### src/perf_pkg.sv
/*
 * constants for the performance monitor event selection block:
 * register offsets, field positions, reset values and event codes.
 * assumes a 32-bit apb register bus and event sources on the core clock.
 */
package perf_pkg;
    // widths
    localparam int CNT_W = 32;
    localparam int SEL1_W = 7;
    localparam int SEL2_W = 6;
    localparam int INC_W = 2;
    localparam int ADDR_W = 8;

    // register byte offsets
    localparam logic [7:0] OFS_FIRST_CNT = 8'h00;
    localparam logic [7:0] OFS_SECOND_CNT = 8'h04;
    localparam logic [7:0] OFS_EVENT_SEL = 8'h08;
    localparam logic [7:0] OFS_L2_CTRL = 8'h0C;

    // field positions
    localparam int SEL1_LSB = 0;
    localparam int SEL2_LSB = 8;
    localparam int BUS_W_LSB = 0;
    localparam int BURST_MODE_BIT = 2;

    // reset values
    localparam logic [31:0] CNT_RST = 32'h0000_0000;
    localparam logic [6:0] SEL1_RST = 7'h00;
    localparam logic [5:0] SEL2_RST = 6'h00;
    localparam logic [1:0] BUS_W_RST = 2'h0;
    localparam logic BURST_MODE_RST = 1'h0;
    localparam logic [31:0] RDATA_RST = 32'h0000_0000;
    localparam logic FLAG_RST = 1'h0;

    // first counter event codes
    localparam logic [6:0] EV1_ACK_SINGLE_READ = 7'h1C;
    localparam logic [6:0] EV1_GUARD_STALL = 7'h25;

    // second counter event codes
    localparam logic [5:0] EV2_FALL_THROUGH = 6'h05;
    localparam logic [5:0] EV2_SIMPLE_VEC = 6'h07;
    localparam logic [5:0] EV2_COMPLEX_VEC = 6'h08;
    localparam logic [5:0] EV2_L1_LOAD_MISS = 6'h0F;
    localparam logic [5:0] EV2_L2_READ_BEAT = 6'h13;
    localparam logic [5:0] EV2_ACK_MULTI_READ = 6'h15;

    // l2 data bus width codes
    localparam logic [1:0] BUS_W_64 = 2'h0;
    localparam logic [1:0] BUS_W_32 = 2'h2;
endpackage

### src/perf_monitor_event_select.sv
/*
 * two performance counters with event selection and an apb slave.
 * assumes event sources are logic on clk, one strobe per event per cycle,
 * and an apb master that holds each request until pready is seen high.
 * counter widths are fixed at 32 bits to match the apb data word.
 */
// Overview of operation
// - first counter, code 28: single-beat read acks
// - first counter, code 37: guarded-load address stall cycles
// - second counter, code 5: not-taken branches
// - second counter, code 7: simple vector completions
// - second counter, code 8: complex vector completions
// - second counter, code 15: queued load misses, no mmu
// - second counter, code 19: l2 read beats
// - pipelined burst drive cycle not counted
// - second counter, code 21: multi-beat read acks
`timescale 1ns/1ps
module perf_monitor_event_select (
    input wire logic clk,
    input wire logic rst,
    // apb slave
    input wire logic psel,
    input wire logic penable,
    input wire logic pwrite,
    input wire logic [7:0] paddr,
    input wire logic [31:0] pwdata,
    output logic [31:0] prdata,
    output logic pready,
    output logic pslverr,
    // event sources
    input wire logic ack_single_read,
    input wire logic guard_stall,
    input wire logic branch_not_taken,
    input wire logic [1:0] simple_vec_done,
    input wire logic [1:0] complex_vec_done,
    input wire logic load_miss_queued,
    input wire logic load_miss_mmu,
    input wire logic l2_read_beat,
    input wire logic l2_read_drive,
    input wire logic ack_multi_read,
    // counter values and l2 settings for the surrounding logic
    output logic [31:0] first_perf_counter,
    output logic [31:0] second_perf_counter,
    output logic [1:0] l2_data_bus_width,
    output logic pipelined_burst_sram_mode
);
    // whole module state in one record
    typedef struct packed {
        logic [31:0] first_cnt; // first counter value
        logic [31:0] second_cnt; // second counter value
        logic [6:0] sel1; // first event select
        logic [5:0] sel2; // second event select
        logic [1:0] bus_w; // l2 data bus width field
        logic burst_mode; // pipelined burst sram mode
        logic [31:0] rdata; // registered read data
        logic ready; // access-phase answer
        logic err; // unmapped address answer
    } state_t;

    state_t st_r; // current state
    state_t st_nxt; // next state
    logic [1:0] inc1; // first counter increment
    logic [1:0] inc2; // second counter increment
    logic access; // apb access phase
    logic mapped; // address hits a register
    logic wr_take; // write completes this edge
    logic wr_first; // write to first counter
    logic wr_second; // write to second counter

    // first counter event decode
    first_event_decode u_first (
        .sel(st_r.sel1),
        .ack_single_read(ack_single_read),
        .guard_stall(guard_stall),
        .inc(inc1)
    );

    // second counter event decode
    second_event_decode u_second (
        .sel(st_r.sel2),
        .branch_not_taken(branch_not_taken),
        .simple_vec_done(simple_vec_done),
        .complex_vec_done(complex_vec_done),
        .load_miss_queued(load_miss_queued),
        .load_miss_mmu(load_miss_mmu),
        .l2_read_beat(l2_read_beat),
        .l2_read_drive(l2_read_drive),
        .bus_width(st_r.bus_w),
        .pipelined_burst_sram_mode(st_r.burst_mode),
        .ack_multi_read(ack_multi_read),
        .inc(inc2)
    );

    // address decode and write strobes
    always_comb
    begin
        access = psel && penable;
        mapped = (paddr == perf_pkg::OFS_FIRST_CNT) || (paddr == perf_pkg::OFS_SECOND_CNT)
            || (paddr == perf_pkg::OFS_EVENT_SEL) || (paddr == perf_pkg::OFS_L2_CTRL);
        // an unmapped address answers with pslverr and drops the write
        // writes land only at the edge that samples pready high
        wr_take = access && st_r.ready && pwrite && mapped;
        wr_first = wr_take && (paddr == perf_pkg::OFS_FIRST_CNT);
        wr_second = wr_take && (paddr == perf_pkg::OFS_SECOND_CNT);
    end

    // next-state logic
    always_comb
    begin
        st_nxt = st_r;
        // one wait state lets read data come from flops
        st_nxt.ready = access && !st_r.ready;
        st_nxt.err = access && !st_r.ready && !mapped;
        // rdata is loaded in the first access cycle of reads and writes alike, and holds between accesses
        if (access && !st_r.ready)
        begin
            unique case (paddr)
                perf_pkg::OFS_FIRST_CNT: st_nxt.rdata = st_r.first_cnt;
                perf_pkg::OFS_SECOND_CNT: st_nxt.rdata = st_r.second_cnt;
                perf_pkg::OFS_EVENT_SEL: st_nxt.rdata = {18'h0, st_r.sel2, 1'h0, st_r.sel1};
                perf_pkg::OFS_L2_CTRL: st_nxt.rdata = {29'h0, st_r.burst_mode, st_r.bus_w};
                default: st_nxt.rdata = 32'h0000_0000;
            endcase
        end
        // counters add only their selected event's amount
        st_nxt.first_cnt = st_r.first_cnt + {30'h0, inc1};
        st_nxt.second_cnt = st_r.second_cnt + {30'h0, inc2};
        // a software preset beats the event in the same cycle
        if (wr_first)
        begin
            st_nxt.first_cnt = pwdata;
        end
        if (wr_second)
        begin
            st_nxt.second_cnt = pwdata;
        end
        // select and l2 control fields
        if (wr_take && (paddr == perf_pkg::OFS_EVENT_SEL))
        begin
            st_nxt.sel1 = pwdata[perf_pkg::SEL1_LSB +: perf_pkg::SEL1_W];
            st_nxt.sel2 = pwdata[perf_pkg::SEL2_LSB +: perf_pkg::SEL2_W];
        end
        if (wr_take && (paddr == perf_pkg::OFS_L2_CTRL))
        begin
            st_nxt.bus_w = pwdata[perf_pkg::BUS_W_LSB +: 2];
            st_nxt.burst_mode = pwdata[perf_pkg::BURST_MODE_BIT];
        end
    end

    // state register
    always_ff @(posedge clk or posedge rst)
    begin
        if (rst)
        begin
            // every field returns to its package reset value
            st_r.first_cnt <= perf_pkg::CNT_RST;
            st_r.second_cnt <= perf_pkg::CNT_RST;
            st_r.sel1 <= perf_pkg::SEL1_RST;
            st_r.sel2 <= perf_pkg::SEL2_RST;
            st_r.bus_w <= perf_pkg::BUS_W_RST;
            st_r.burst_mode <= perf_pkg::BURST_MODE_RST;
            st_r.rdata <= perf_pkg::RDATA_RST;
            st_r.ready <= perf_pkg::FLAG_RST;
            st_r.err <= perf_pkg::FLAG_RST;
        end
        else
        begin
            st_r <= st_nxt;
        end
    end

    // outputs straight from the record
    // no logic between the flops and the pins
    assign prdata = st_r.rdata;
    assign pready = st_r.ready;
    assign pslverr = st_r.err;
    assign first_perf_counter = st_r.first_cnt;
    assign second_perf_counter = st_r.second_cnt;
    assign l2_data_bus_width = st_r.bus_w;
    assign pipelined_burst_sram_mode = st_r.burst_mode;
endmodule

### src/first_event_decode.sv
/*
 * increment decode for the first performance counter.
 * assumes event strobes are one-cycle levels on the core clock.
 */
`timescale 1ns/1ps
module first_event_decode (
    input wire logic [6:0] sel,
    input wire logic ack_single_read,
    input wire logic guard_stall,
    output logic [1:0] inc
);
    // one of two events, everything else adds nothing
    always_comb
    begin
        inc = 2'h0;
        if (sel == perf_pkg::EV1_ACK_SINGLE_READ)
        begin
            inc = {1'h0, ack_single_read};
        end
        else if (sel == perf_pkg::EV1_GUARD_STALL)
        begin
            inc = {1'h0, guard_stall};
        end
    end
endmodule

### src/second_event_decode.sv
/*
 * increment decode for the second performance counter.
 * assumes event sources on the core clock; vector counts are 0..3.
 */
`timescale 1ns/1ps
module second_event_decode (
    input wire logic [5:0] sel,
    input wire logic branch_not_taken,
    input wire logic [1:0] simple_vec_done,
    input wire logic [1:0] complex_vec_done,
    input wire logic load_miss_queued,
    input wire logic load_miss_mmu,
    input wire logic l2_read_beat,
    input wire logic l2_read_drive,
    input wire logic [1:0] bus_width,
    input wire logic pipelined_burst_sram_mode,
    input wire logic ack_multi_read,
    output logic [1:0] inc
);
    logic width_ok; // reserved width codes count nothing
    logic beat_ok; // beat qualified against the drive cycle

    // beat qualification
    always_comb
    begin
        width_ok = (bus_width == perf_pkg::BUS_W_64) || (bus_width == perf_pkg::BUS_W_32);
        // drive cycle of pipelined burst parts carries no data
        beat_ok = l2_read_beat && width_ok
            && !(pipelined_burst_sram_mode && l2_read_drive);
    end

    // select decode, unlisted codes add zero
    always_comb
    begin
        inc = 2'h0;
        unique case (sel)
            perf_pkg::EV2_FALL_THROUGH: inc = {1'h0, branch_not_taken};
            perf_pkg::EV2_SIMPLE_VEC: inc = simple_vec_done;
            perf_pkg::EV2_COMPLEX_VEC: inc = complex_vec_done;
            // mmu traffic is not a data load miss
            perf_pkg::EV2_L1_LOAD_MISS: inc = {1'h0, load_miss_queued && !load_miss_mmu};
            perf_pkg::EV2_L2_READ_BEAT: inc = {1'h0, beat_ok};
            perf_pkg::EV2_ACK_MULTI_READ: inc = {1'h0, ack_multi_read};
            default: inc = 2'h0;
        endcase
    end
endmodule

### config.mk
export PLATFORM = sky130hd
export DESIGN_NAME = perf_monitor_event_select
export DESIGN_NICKNAME = d
export VERILOG_FILES = /design/src/perf_pkg.sv /design/src/perf_monitor_event_select.sv /design/src/first_event_decode.sv /design/src/second_event_decode.sv
export SDC_FILE = /design/constraint.sdc
export NUM_CORES = 1
export LEC_CHECK = 0
export ABC_AREA = 0
export BUFFER_PORTS_ARGS = -buffer_cell sky130_fd_sc_hd__buf_2
export CELL_PAD_IN_SITES_DETAIL_PLACEMENT = 2
export CELL_PAD_IN_SITES_GLOBAL_PLACEMENT = 2
export CORE_MARGIN = 2
export CORE_UTILIZATION = 29
export CTS_CLUSTER_SIZE = 30
export DETAILED_ROUTE_END_ITERATION = 10
export PLACE_DENSITY = 0.81
export RECOVER_POWER = 25
export SETUP_SLACK_MARGIN = 0.1
export SLEW_MARGIN = 20
export SYNTH_ARGS = -nofsm -noshare
export SYNTH_HDL_FRONTEND = slang
export SYNTH_SLANG_ARGS = --single-unit
### constraint.sdc
create_clock -name clk -period 3.5 [get_ports clk]
set_input_delay 0.175 -clock clk [delete_from_list [all_inputs] [get_ports clk]]
set_output_delay 0.175 -clock clk [all_outputs]
set_load 0.02 [all_outputs]
---- Yosys cells after proc, flatten, opt, wreduce, memory -nomap -nowiden ----
Index checks and enable logic that the tools add are counted.
word-level totals
  flip-flop bits (word level) ............. 114
  input port bits ......................... 57
  output and inout port bits .............. 101
  logic and storage cells ................. 53
cells by class
  $add $sub $neg .......................... 2
  equal/unequal tests ..................... 12
  mux-type cells .......................... 6
  reduce and logical (&&, ||, !) cells .... 24
operators by type and width
  operator                                             count
  one-hot mux 32 bit (4 select lines)                  1
  adder 32 x 2 -> 32 bit                               2
  two-way mux 32 bit                                   2
  equality test 8 x 4 -> 1 bit, second input constant  2
  logical AND 1 bit                                    14
  equality test 6 x 3 -> 1 bit, second input constant  2
  equality test 6 x 4 -> 1 bit, second input constant  2
  equality test 6 x 5 -> 1 bit, second input constant  2
  one-hot mux 2 bit (6 select lines)                   1
  equality test 8 x 3 -> 1 bit, second input constant  1
  logical NOT 8 bit                                    1
  equality test 7 x 5 -> 1 bit, second input constant  1
  equality test 7 x 6 -> 1 bit, second input constant  1
  logical NOT 1 bit                                    4
  logical OR 1 bit                                     4
  equality test 2 bit, second input constant           1
  logical NOT 2 bit                                    1
  two-way mux 2 bit                                    1
  two-way mux 1 bit                                    1

---- Depth between registers and ports, before layout ----
Gate-level depths: netlist of the first run.
  depth in word-level cells ............... 7
  mapped depth ............................ 12
  depth with buffers taken out ............ 12

---- Cells and area by module ----
Synthesis of the first run repeated with hierarchy kept, for this count alone.
second synthesis, totals
  cells, all modules ...................... 742
  area total of the unflattened synthesis .. 6842.8 µm²
modules (own cells, without submodules)
  module                     instances  cells an instance  area an instance (µm²)  seq. area each (µm²)
  perf_monitor_event_select  1          715                6667.6                  2852.7
  second_event_decode        1          18                 131.4                   0.0
  first_event_decode         1          9                  43.8                    0.0

---- Least setup slack after synthesis of the first run ----
No wires, ideal clock.
  path kind ............................... register to register
  start ................................... register st_r[41] (netlist name)
  end ..................................... register st_r (netlist bit second_perf_counter[26])
  library setup time ...................... 77 ps
  arrival ................................. 3001 ps
  required time ........................... 3423 ps
  setup slack ............................. 422 ps
  cell stages (with the launch flop) ...... 12
  buffers on the path ..................... 0
  clock period less this slack ............ 3078 ps
  cells stage by stage .................... dfrtp_1 or4_1 a21oi_1 a21oi_1 o41ai_1 ha_1 inv_1 fa_1 nor4_2 nand4_1 xor2_1 a21oi_1
RTL lines
  item                    RTL line                          source
  start, declared         perf_monitor_event_select.sv:60   state_t st_r;
  start signal, assigned  perf_monitor_event_select.sv:168  st_r <= st_nxt;

==> metrics.yaml, run 1 <==
worst_setup_path:
  worst-endpoint-required_ns: 3.84
  cp_launch_type: "flop"
  timing.critical_path.slowest_stage_cell: "or4_1"
  max_stage_delay_on_crit_path_ns: 0.44
  worst-endpoint-arrival_ns: 3.51
  path_cells: "nand2_1, nor4b_1, a31oi_1, nor4b_1, ha_1, ha_1, nand3_1, nor2_1, nand3_2, or4_1, a31oi_1"
  timing.setup.critical_path_class: "reg2reg"
  timing.critical_path.fanout_max: 6
  worstSetupEndpointType: "flop"
  cp_num_buf_inv: 0
  path_delay_family: "simple AND/OR/NAND/NOR gates"
synth:
  ys_types: 45
  share_of_synthesized_area_occupied_by_flip_flops_and_latches_pct: 42.4
  syn-num-nets: 793
  synth_cells: 731
  postSynth.asyncResetShare_pct: 100
  post_synth.cell_area_avg_um2: 9.21
  ys.flop_type: "dfrtp_1"
  edff_count_synth: 0
  ys.warnings.count: 0
  synth.ff_latch_count: 114
  synth_area_mm2: 0.00673
global_route:
  grt_first_pass_wirelength_um: 36800
  antenna_found_initial: 0
  first_global_vias: 6026
  grt_max_degree: 66
  grt_overflow: 0
  groute.usage.overall_pct: 19.9
clock_network:
  clkTransAtPathRegs_ns: 0.06
  cts.repair_timing.setup_buffer_count: 0
  clock-root-buffer: "clkbuf_16"
  clkSinkCount: 114
  numCtsBuffers: 17
  cts_tree: "done"
  cts_max_path_buffers: 2
  clock_latency_ns: 0.42
  ctsHtreeMaxLevel: 4
pwr:
  power.internal_uw: 2750
  seq_power_share_pct: 38.8
  pwr_total_uw: 3720
  power.share.combinational_pct: 10.7
  switching_power_uw: 978
  netSwitchingFraction_pct: 26.3
  p_leak_uw: 0.00355
  irDropWorstVdd_mv: 0.255
  pwr_density_cell_mw_per_mm2: 479
  power_frac_clock_pct: 50.4
run:
  maxCapViolations: 1
sta:
  relSlewSlack_pct: -2.44
  worstMarginPinSlew_ns: 1.54
  setup_violations: 0
  grt_setup_unrepaired: "no"
  fmax_mhz: 315
  finalCriticalPeriod_ns: 3.17
  fin_tns_setup_ns: 0
  hold_violations: 0
  fin_clk_skew_ns: 0.0122
  report.final.slew_viol_count: 65
  layout_worst_path_cycle_share_pct: 90.7
placed_design:
  port_buffers: 157
  detailedPlacementHpwl_um: 16700
  routabilityCongestion: 0.765
die:
  die_area_mm2: 0.0245
  die_width_um: 156
  starting_density_of_the_core_pct: 29.7
  design.core.area_mm2: 0.0227
  ioPinCount: 158
  chipHeight_um: 156
  fp-row-count: 55
min_path:
  min_path_type: "in2reg"
route:
  initial_detailed_routing_violation_count: 280
  routed_wire_length_per_instance_um: 21.3
  ant_nets_after_route: 0
  detail_route.vias_per_cell: 5.06
  detailroute.via_count: 5565
  drt-total-wl_um: 23400
  route.detailed.drc: 0
  firstDrtPassIters: 4
finish:
  postLayoutCoreUtil_pct: 34.3
  area.growth.synth_to_final_pct: 15.5
  final_common_cell: "dfrtp_1"
  final_nets: 863
  final_layout_size_suffix_gt1_share_pct: 22.0
  most-common-layout-cells: "dfrtp_1 (114), buf_2 (100), nand2_1 (80), nor2_1 (64), o21ai_0 (58)"
run_status:
  failing_checks: "max-capacitance violations, max-slew violations"
  status: "finished, violations left"
==> Yosys cell counts (all sizes together), types with 2 or more instances <==
library cell / count / area share [%]
clkbuf: 16 / 0.89
nor2b: 3 / 0.28
nand4: 26 / 2.5
or3: 4 / 0.37
ha: 4 / 0.74
and3: 8 / 0.76
dfrtp: 114 / 42
and4: 3 / 0.39
buf: 114 / 12
xnor2: 19 / 2.5
and2: 5 / 0.48
nand2: 80 / 4.5
nor2: 64 / 3.6
mux2i: 30 / 4.5
nor4: 8 / 1.2
nor4b: 2 / 0.26
a22o: 3 / 0.39
mux4: 3 / 1.0
nor3: 11 / 0.82
xor2: 38 / 4.9
or4: 2 / 0.22
a21oi: 46 / 3.4
inv: 11 / 0.61
o21ai: 58 / 4.3
nand2b: 2 / 0.19
a31oi: 5 / 0.46
nand3: 25 / 1.9
mux2: 18 / 3.0
==> cell type report <==
type                       instances  area, um2
tap                              285        357
clock inverter                     9        125
clock buffer                      23        508
sequential                       114       2850
timing repair buffer             181        932
antenna                            1       2.50
multi-input combinational        476       2960
fill                            2554      14900
inverter                          11       41.3
==> timing repair <==
| action | in CTS | in global routing |
|---|---|---|
| hold endpoints to repair | 24 | 0 |
| gates resized for setup | 0 | 1 |
| endpoints found under the setup margin | 0 | 4 |
| hold buffers | 10 | 0 |
==> worst paths after layout <==
| check | end | cells past startpoint | start | slack, ns |
|---|---|---|---|---|
| worst max-delay path | first_perf_counter[28]$_DFF_PP0_ | 11 | st_r[46]$_DFFE_PP0P_ | 0.33 |
| worst min-delay path | first_perf_counter[17]$_DFF_PP0_ | 3 | pwdata[17] | 0.003 |
| max in group asynchronous | prdata[24]$_DFFE_PP0P_ | 4 | rst | 1.72 |
| worst min register to register | prdata[26]$_DFFE_PP0P_ | 2 | prdata[26]$_DFFE_PP0P_ | 0.48 |
| min in group asynchronous | pslverr$_DFF_PP0_ | 3 | rst | 0.75 |
| worst max register to register | first_perf_counter[28]$_DFF_PP0_ | 11 | st_r[46]$_DFFE_PP0P_ | 0.33 |
==> tightest hold or removal path: stages <==
cell and delay [ns]:
buf_2 0.09, nand2_1 0.04, o21ai_0 0.08
==> power groups by stage <==
stage	registers (uW)	logic [uW]	clock network [uW]
2_1_floorplan	1430	294	0
3_3_place_gp	1460	381	0
3_5_place_dp	1470	397	0
4_1_cts	1450	410	1920
5_1_grt	1450	442	1970
6_report	1450	399	1880
==> state kept, by name (all words and copies together) (netlist names) <==
name,count
pready,1
prdata,32
pipelined_burst_sram_mode,1
first_perf_counter,32
l2_data_bus_width,2
second_perf_counter,32
st_r,13
pslverr,1
==> cells by family (layout without fill, tap and decap cells) <==
| logic type | count (synthesis) | count (layout) | share of synthesized area [%] |
|---|---|---|---|
| compound gates | 115 | 115 | 8.94 |
| flops | 114 | 114 | 42.4 |
| mux | 51 | 51 | 8.47 |
| other cells | 0 | 1 | 0 |
| fa+ha+maj | 5 | 5 | 1.04 |
| xor+xnor | 57 | 57 | 7.41 |
| simple gates | 248 | 248 | 18.0 |
| buf+inv | 141 | 224 | 13.8 |
==> metal layers <==
metal	global-route usage, %	wire length [um]	vias to the layer above
met5	0	0	-
met1	26.1	10500	2876
met2	33.6	11600	116
met3	3.68	924	21
li1	-	-	2552
met4	5.29	308	0
==> metrics by stage <==
step	std cells	instance area [um2]	worst slack (ns)	hold WS, ns
2_1_floorplan	731	6730	0.309	0.292
3_3_place_gp	1057	7110	0.481	0.396
3_5_place_dp	1057	7110	0.321	0.404
4_1_cts	1099	7850	0.268	0.00188
5_1_grt	1099	7780	0.143	0.0177
6_report	1100	7780	0.325	0.00279
(Power assumes the default switching activity.)
==> run 2, diff against run 1 <==
--- a/config.mk
+++ b/config.mk
@@ -9,14 +9,16 @@
 export BUFFER_PORTS_ARGS = -buffer_cell sky130_fd_sc_hd__buf_2
 export CELL_PAD_IN_SITES_DETAIL_PLACEMENT = 2
 export CELL_PAD_IN_SITES_GLOBAL_PLACEMENT = 2
+export CORE_ASPECT_RATIO = 2
 export CORE_MARGIN = 2
 export CORE_UTILIZATION = 29
 export CTS_CLUSTER_SIZE = 30
 export DETAILED_ROUTE_END_ITERATION = 10
-export PLACE_DENSITY = 0.81
+export PLACE_DENSITY = 0.8
 export RECOVER_POWER = 25
 export SETUP_SLACK_MARGIN = 0.1
 export SLEW_MARGIN = 20
 export SYNTH_ARGS = -nofsm -noshare
 export SYNTH_HDL_FRONTEND = slang
+export SYNTH_HIERARCHICAL = 1
 export SYNTH_SLANG_ARGS = --single-unit
==> metrics.yaml, run 2 <==
global_route:
  grt_max_degree: 62  # was 66
  grt_first_pass_wirelength_um: 38800  # was 36800 um
  first_global_vias: 6533  # was 6026
  groute.usage.overall_pct: 20.6  # was 19.9%
  antenna_found_initial: 0  # unchanged
  grt_overflow: 0  # unchanged
clock_network:
  clkSinkCount: 114  # unchanged
  clkTransAtPathRegs_ns: 0.06  # about the same
  cts_tree: "done"  # unchanged
  ctsHtreeMaxLevel: 4  # unchanged
  cts_max_path_buffers: 2  # unchanged
  clock_latency_ns: 0.43  # was 0.42 ns
  numCtsBuffers: 17  # unchanged
  clock-root-buffer: "clkbuf_16"  # unchanged
synth:
  synth.ff_latch_count: 114  # unchanged
  synthTopCellsByArea: "dfrtp_1 (42%), buf_4 (11%), nand2_1 (6.3%)"  # was dfrtp_1 (42%), buf_4 (11%), xor2_1 (4.9%)
  share_of_synthesized_area_occupied_by_flip_flops_and_latches_pct: 41.7  # was 42.4%
  ys.flop_type: "dfrtp_1"  # unchanged
  synth_area_mm2: 0.00684  # was 0.00673 mm2
  ys_types: 48  # was 45
  synth_top_area_cell: "dfrtp_1"  # unchanged
  postSynth.asyncResetShare_pct: 100  # unchanged
  synth_common_cells: "dfrtp_1 (114), nand2_1 (114), buf_4 (99), o21ai_0 (57), nor2_1 (31)"  # was dfrtp_1 (114), buf_4 (100), nand2_1 (80), nor2_1 (64), o21ai_0 (58)
  post_synth.cell_area_avg_um2: 9.22  # was 9.21 um2
  syn-num-nets: 805  # was 793
  edff_count_synth: 0  # unchanged
  ys.warnings.count: 6  # was 0
  synth_cells: 742  # was 731
  post-synth-top-area-fraction_pct: 41.7  # was 42.4%
pwr:
  pwr_total_uw: 3780  # was 3720 uW
  pwr_density_cell_mw_per_mm2: 467  # was 479 mW/mm2
  p_leak_uw: 0.00364  # was 0.00355 uW
  irDropWorstVdd_mv: 0.310  # was 0.255 mV
worst_setup_path:
  path_cells: "nor2_1, nand4_1, a21oi_1, ha_1, inv_1, fa_1, and4b_1, nand4_1, nor3_1, xnor2_1, o21ai_1"  # was nand2_1, nor4b_1, a31oi_1, nor4b_1, ha_1, ha_1, nand3_1, nor2_1, nand3_2, or4_1, a31oi_1
  timing.critical_path.fanout_max: 5  # was 6
  crit_top_cell: "nand4_1"
  timing.setup.critical_path_class: "reg2reg"  # unchanged
  max_stage_delay_on_crit_path_ns: 0.43  # was 0.44 ns
  worst-endpoint-required_ns: 3.79  # was 3.84 ns
  worst-endpoint-arrival_ns: 3.38  # was 3.51 ns
  reg2reg_depth: 11  # unchanged
  timing.critical_path.slowest_stage_cell: "fa_1"  # was or4_1
  cp_launch_type: "flop"  # unchanged
  worstSetupEndpointType: "flop"  # unchanged
route:
  ant_nets_after_route: 0  # unchanged
  detailroute.via_count: 5715  # was 5565
  routed_wire_length_per_instance_um: 22.4  # was 21.3 um
  detail_route.vias_per_cell: 5.11  # was 5.06
  drt-total-wl_um: 25100  # was 23400 um
  initial_detailed_routing_violation_count: 209  # was 280
  route.detailed.drc: 0  # unchanged
  firstDrtPassIters: 4  # unchanged
finish:
  final_nets: 886  # was 863
  number_of_filler_cells_placed_in_the_layout: 2601  # was 2554
  final_common_cell: "buf_2"  # was dfrtp_1
  final_layout_size_suffix_gt1_share_pct: 24.4  # was 22.0%
  area.growth.synth_to_final_pct: 18.1  # was 15.5%
  most-common-layout-cells: "buf_2 (126), nand2_1 (114), dfrtp_1 (114), o21ai_0 (57)"  # was dfrtp_1 (114), buf_2 (100), nand2_1 (80), nor2_1 (64), o21ai_0 (58)
  num_antenna_cells: 0  # was 1
sta:
  fin_clk_skew_ns: 0.00818  # was 0.0122 ns
  fmax_mhz: 324  # was 315 MHz
  report.final.slew_viol_count: 61  # was 65
  layout_worst_path_cycle_share_pct: 88.2  # was 90.7%
  setup_ws_ns: 0.413  # was 0.325 ns
  setup_violations: 0  # unchanged
  worstMarginPinSlew_ns: 2.63  # was 1.54 ns
  hold_violations: 0  # unchanged
  finalCriticalPeriod_ns: 3.09  # was 3.17 ns
  worst_slack_on_hold_paths_ns: 0.0216  # was 0.00279 ns
  fin_tns_setup_ns: 0  # unchanged
  grt_setup_unrepaired: "no"  # unchanged
  relSlewSlack_pct: -75.3  # was -2.44%
placed_design:
  setup_ws_pre_cts_ns: 0.524  # was 0.321 ns
  port_buffers: 157  # unchanged
  routabilityCongestion: 0.812  # was 0.765
  detailedPlacementHpwl_um: 18700  # was 16700 um
die:
  chipHeight_um: 221  # was 156 um
  die_width_um: 113  # was 156 um
  fp-row-count: 79  # was 55
  starting_density_of_the_core_pct: 29.5  # was 29.7%
  ioPinCount: 158  # unchanged
  design.core.area_mm2: 0.0232  # was 0.0227 mm2
  die_area_mm2: 0.0249  # was 0.0245 mm2
run_status:
  failing_checks: "max-capacitance violations, max-slew violations"  # unchanged
  status: "finished, violations left"  # unchanged
min_path:
  holdPathStages: 3  # unchanged
  min_path_type: "in2reg"  # unchanged
run:
  maxCapViolations: 1  # unchanged
## run 2: cell count changes in the layout (fill, tap and decap cells not counted), moves of 8 or more
cell           change
o21ai_1           +29
a21oi_1           -31
dlygate4sd3_1     +11
buf_2             +26
xor2_1             -8
nand2_1           +34
xnor2_1           +11
clkbuf_1          -26
nor2_1            -33
## run 2: kinds of logic (layout without fill, tap and decap cells)
group,count (synthesis),after routing,share of synthesized area (%)
other cells,1,1,0.0548
flops,114,114,41.7
mux,53,53,8.67
buf+inv,145,239,13.5
compound gates,109,109,8.56
xor+xnor,60,60,7.68
simple gates,254,254,18.5
fa+ha+maj,6,6,1.32
## run 2: layout make-up
type	instances	area, um2	share of cell area [%]
clock inverters	11	176	2.18
repair buffers	193	1080	13.4
flip-flops and latches	114	2850	35.3
well taps	283	354	4.38
multi-input cells	483	3080	38.1
inverters	14	52.6	0.650
clock buffers	21	480	5.95
## run 2: worst paths after layout
kind	slack, ns	to	start
max	0.41	first_perf_counter[22]$_DFF_PP0_	st_r[46]$_DFFE_PP0P_
min	0.02	second_perf_counter[10]$_DFF_PP0_	pwdata[10]
min in group asynchronous	1.22	prdata[6]$_DFFE_PP0P_	rst
max reg2reg	0.41	first_perf_counter[22]$_DFF_PP0_	st_r[46]$_DFFE_PP0P_
max in group asynchronous	0.76	first_perf_counter[20]$_DFF_PP0_	rst
min reg2reg	0.49	prdata[11]$_DFFE_PP0P_	prdata[11]$_DFFE_PP0P_
## run 2: power breakdown
part	switching, uW	internal, uW	total, uW	leakage (uW)
Sequential	93.9	1360	1460	0.00156
Clock	662	1270	1930	0.000308
Combinational	235	154	389	0.00177
Total	990	2790	3780	0.00364
## run 2: critical path: cells and delay by family (launching register included)
kind                     cells  cell delay [ns]
adder cells (fa/ha/maj)      2             0.66
XOR/XNOR                     1             0.18
buffers and inverters        1             0.08
AND/OR/NAND/NOR              5             1.37
AO/OA/AOI/OAI                2             0.25
flip-flops                   1             0.41
## run 2: what timing repair did
item | CTS | global route
resized for setup | 0 | 0
hold endpoints to repair | 93 | 0
hold buffers | 21 | 0
setup buffers | 0 | 0
## run 2: layer usage
metal | routed length [um] | vias to the layer above | track usage (%)
met2 | 14900 | 124 | 41.0
li1 | - | 2599 | -
met4 | 828 | 0 | 8.81
met1 | 8570 | 2950 | 19.9
met5 | 0 | - | 0
met3 | 787 | 42 | 3.78
## run 2: per-stage QoR
step / util, % / cells / instance area, um2
finish: 34.8 / 1119 / 8080
global route: 34.8 / 1119 / 8080
CTS: 35.0 / 1119 / 8120
detailed placement: 31.2 / 1066 / 7250
global placement: 31.2 / 1066 / 7250
floorplan: - / 742 / 6840
==> run 3, diff against run 2 <==
--- a/config.mk
+++ b/config.mk
@@ -10,11 +10,11 @@
 export CELL_PAD_IN_SITES_DETAIL_PLACEMENT = 2
 export CELL_PAD_IN_SITES_GLOBAL_PLACEMENT = 2
 export CORE_ASPECT_RATIO = 2
-export CORE_MARGIN = 2
-export CORE_UTILIZATION = 29
+export CORE_MARGIN = 8
+export CORE_UTILIZATION = 33
 export CTS_CLUSTER_SIZE = 30
 export DETAILED_ROUTE_END_ITERATION = 10
-export PLACE_DENSITY = 0.8
+export PLACE_DENSITY = 0.89
 export RECOVER_POWER = 25
 export SETUP_SLACK_MARGIN = 0.1
 export SLEW_MARGIN = 20
==> metrics.yaml, run 3 (synthesis results as in run 2) <==
clock_network:
  clkSinkCount: 114  # unchanged
  cts_max_path_buffers: 2  # unchanged
  cts_tree: "done"  # unchanged
  clkTransAtPathRegs_ns: 0.06  # about the same
  clock-root-buffer: "clkbuf_16"  # unchanged
  numCtsBuffers: 17  # unchanged
  clock_latency_ns: 0.42  # was 0.43 ns
  ctsHtreeMaxLevel: 4  # unchanged
  post_cts.resized_instances: 0  # unchanged
finish:
  final_nets: 876  # was 886
  final_design_area_no_fill_mm2: 0.00786  # was 0.00808 mm2
  post_layout_nonfiller_instances: 1094  # was 1119
  final_layout_size_suffix_gt1_share_pct: 20.7  # was 24.4%
  area.growth.synth_to_final_pct: 14.9  # was 18.1%
  most-common-layout-cells: "nand2_1 (114), dfrtp_1 (114), buf_2 (96), clkbuf_1 (65), o21ai_0 (57)"  # was buf_2 (126), nand2_1 (114), dfrtp_1 (114), o21ai_0 (57)
min_path:
  hold_path_startpoint: "pwdata[25]"  # was pwdata[10]
  min_path_type: "in2reg"  # unchanged
sta:
  setup_violations: 0  # unchanged
  relSlewSlack_pct: -30.6  # was -75.3%
  grt_setup_unrepaired: "no"  # unchanged
  report.final.slew_viol_count: 108  # was 61
  worstMarginPinSlew_ns: 1.96  # was 2.63 ns
  fmax_mhz: 319  # was 324 MHz
  hold_violations: 0  # unchanged
  fin_tns_setup_ns: 0  # unchanged
  finalCriticalPeriod_ns: 3.14  # was 3.09 ns
  fin_clk_skew_ns: 0.0137  # was 0.00818 ns
  layout_worst_path_cycle_share_pct: 89.7  # was 88.2%
worst_setup_path:
  timing.critical_path.fanout_max: 5  # unchanged
  timing.rr.start: "st_r[43]$_DFFE_PP0P_"  # was st_r[46]$_DFFE_PP0P_
  cp_launch_type: "flop"  # unchanged
  timing.setup.critical_path_class: "reg2reg"  # unchanged
  worst-endpoint-arrival_ns: 3.42  # was 3.38 ns
  critical_path.startpoint: "st_r[43]$_DFFE_PP0P_"  # was st_r[46]$_DFFE_PP0P_
  worstSetupEndpointType: "flop"  # unchanged
  worst-endpoint-required_ns: 3.78  # was 3.79 ns
die:
  die_area_mm2: 0.0259  # was 0.0249 mm2
  starting_density_of_the_core_pct: 33.6  # was 29.5%
  chipHeight_um: 220  # was 221 um
  design.core.area_mm2: 0.0204  # was 0.0232 mm2
  ioPinCount: 158  # unchanged
  fp-row-count: 74  # was 79
  die_width_um: 118  # was 113 um
route:
  firstDrtPassIters: 4  # unchanged
  detail_route.vias_per_cell: 5.21  # was 5.11
  route.detailed.drc: 0  # unchanged
  initial_detailed_routing_violation_count: 248  # was 209
  ant_nets_after_route: 0  # unchanged
  routed_wire_length_per_instance_um: 23.7  # was 22.4 um
  detailroute.via_count: 5700  # was 5715
  drt-total-wl_um: 25900  # was 25100 um
run:
  maxCapViolations: 2  # was 1
placed_design:
  routabilityCongestion: 0.813  # was 0.812
  port_buffers: 157  # unchanged
  detailedPlacementHpwl_um: 19500  # was 18700 um
  placement.cell_area_mm2: 0.00722  # was 0.00725 mm2
  dpl.cell_count: 1049  # was 1066
pwr:
  pwr_density_cell_mw_per_mm2: 467  # about the same
  irDropWorstVdd_mv: 0.196  # was 0.310 mV
  p_leak_uw: 0.00345  # was 0.00364 uW
global_route:
  grt_first_pass_wirelength_um: 39600  # was 38800 um
  groute.usage.overall_pct: 20.1  # was 20.6%
  antenna_found_initial: 3  # was 0
  first_global_vias: 6580  # was 6533
  grt_max_degree: 72  # was 62
  grt_overflow: 0  # unchanged
run_status:
  status: "finished, violations left"  # unchanged
  failing_checks: "max-capacitance violations, max-slew violations"  # unchanged
==> run 3: cell types whose count changed in the layout (fill, tap and decap cells not counted), sizes merged <==
cell / delta
buf: -31
clkbuf: +31
clkinv: +2
clkinvlp: -2
diode: +2
dlygate4sd3: -10
==> run 3: routing by layer <==
| metal | routed length, um | track usage (%) | vias up |
|---|---|---|---|
| met1 | 8620 | 18.1 | 2903 |
| met4 | 1470 | 13.7 | 2 |
| li1 | - | - | 2580 |
| met2 | 14900 | 39.6 | 153 |
| met5 | 16 | 0 | - |
| met3 | 904 | 3.92 | 62 |
==> run 3: area by class of cell <==
class                           instances  area, um2
Antenna cell                            2       5.00
Clock buffer                           21        450
Clock inverter                         11        160
Fill cell                            2308      12500
Inverter                               14       52.6
Multi-Input combinational cell        483       3080
Sequential cell                       114       2850
Tap cell                              266        333
Timing Repair Buffer                  183        928
==> run 3: worst paths after layout <==
kind	end	depth (start not counted)	slack (ns)
worst min-delay path	first_perf_counter[25]$_DFF_PP0_	3	0.004
worst max-delay path	first_perf_counter[22]$_DFF_PP0_	11	0.36
worst min register to register	prdata[12]$_DFFE_PP0P_	2	0.48
max in group asynchronous	first_perf_counter[23]$_DFF_PP0_	4	1.64
min in group asynchronous	pslverr$_DFF_PP0_	3	0.78
worst max register to register	first_perf_counter[22]$_DFF_PP0_	11	0.36
==> run 3: critical path, stage by stage (launching register included) <==
cell     delay [ns]
dfrtp_1        0.41
nor2_1         0.21
nand4_1        0.15
a21oi_1        0.15
ha_1           0.19
inv_1          0.06
fa_1           0.45
and4b_1        0.42
nand4_1        0.37
nor3_1         0.34
xnor2_1        0.17
o21ai_1        0.08
==> run 3: repair_timing <==
action,4_1_cts,5_1_grt
hold buffers,11,0
hold endpoints to repair,29,0
buffers inserted,0,0
==> run 3: report_power, final <==
group | switching [uW] | internal (uW) | leakage, uW
Clock | 630 | 1200 | 0.000297
Sequential | 96.0 | 1360 | 0.00156
Combinational | 242 | 141 | 0.00160
Total | 967 | 2710 | 0.00345
==> run 3: per-stage QoR <==
| step | setup WS (ns) | hold slack [ns] | utilization [%] | power, uW |
|---|---|---|---|---|
| 3_5_place_dp | 0.464 | 0.413 | 35.4 | 1860 |
| 2_1_floorplan | 0.309 | 0.287 | - | 1720 |
| 4_1_cts | 0.397 | 0.00175 | 39.0 | 3710 |
| 3_3_place_gp | 0.650 | 0.397 | 35.4 | 1840 |
| 5_1_grt | 0.140 | 0.0114 | 38.6 | 3800 |
| 6_report | 0.362 | 0.00426 | 38.6 | 3680 |
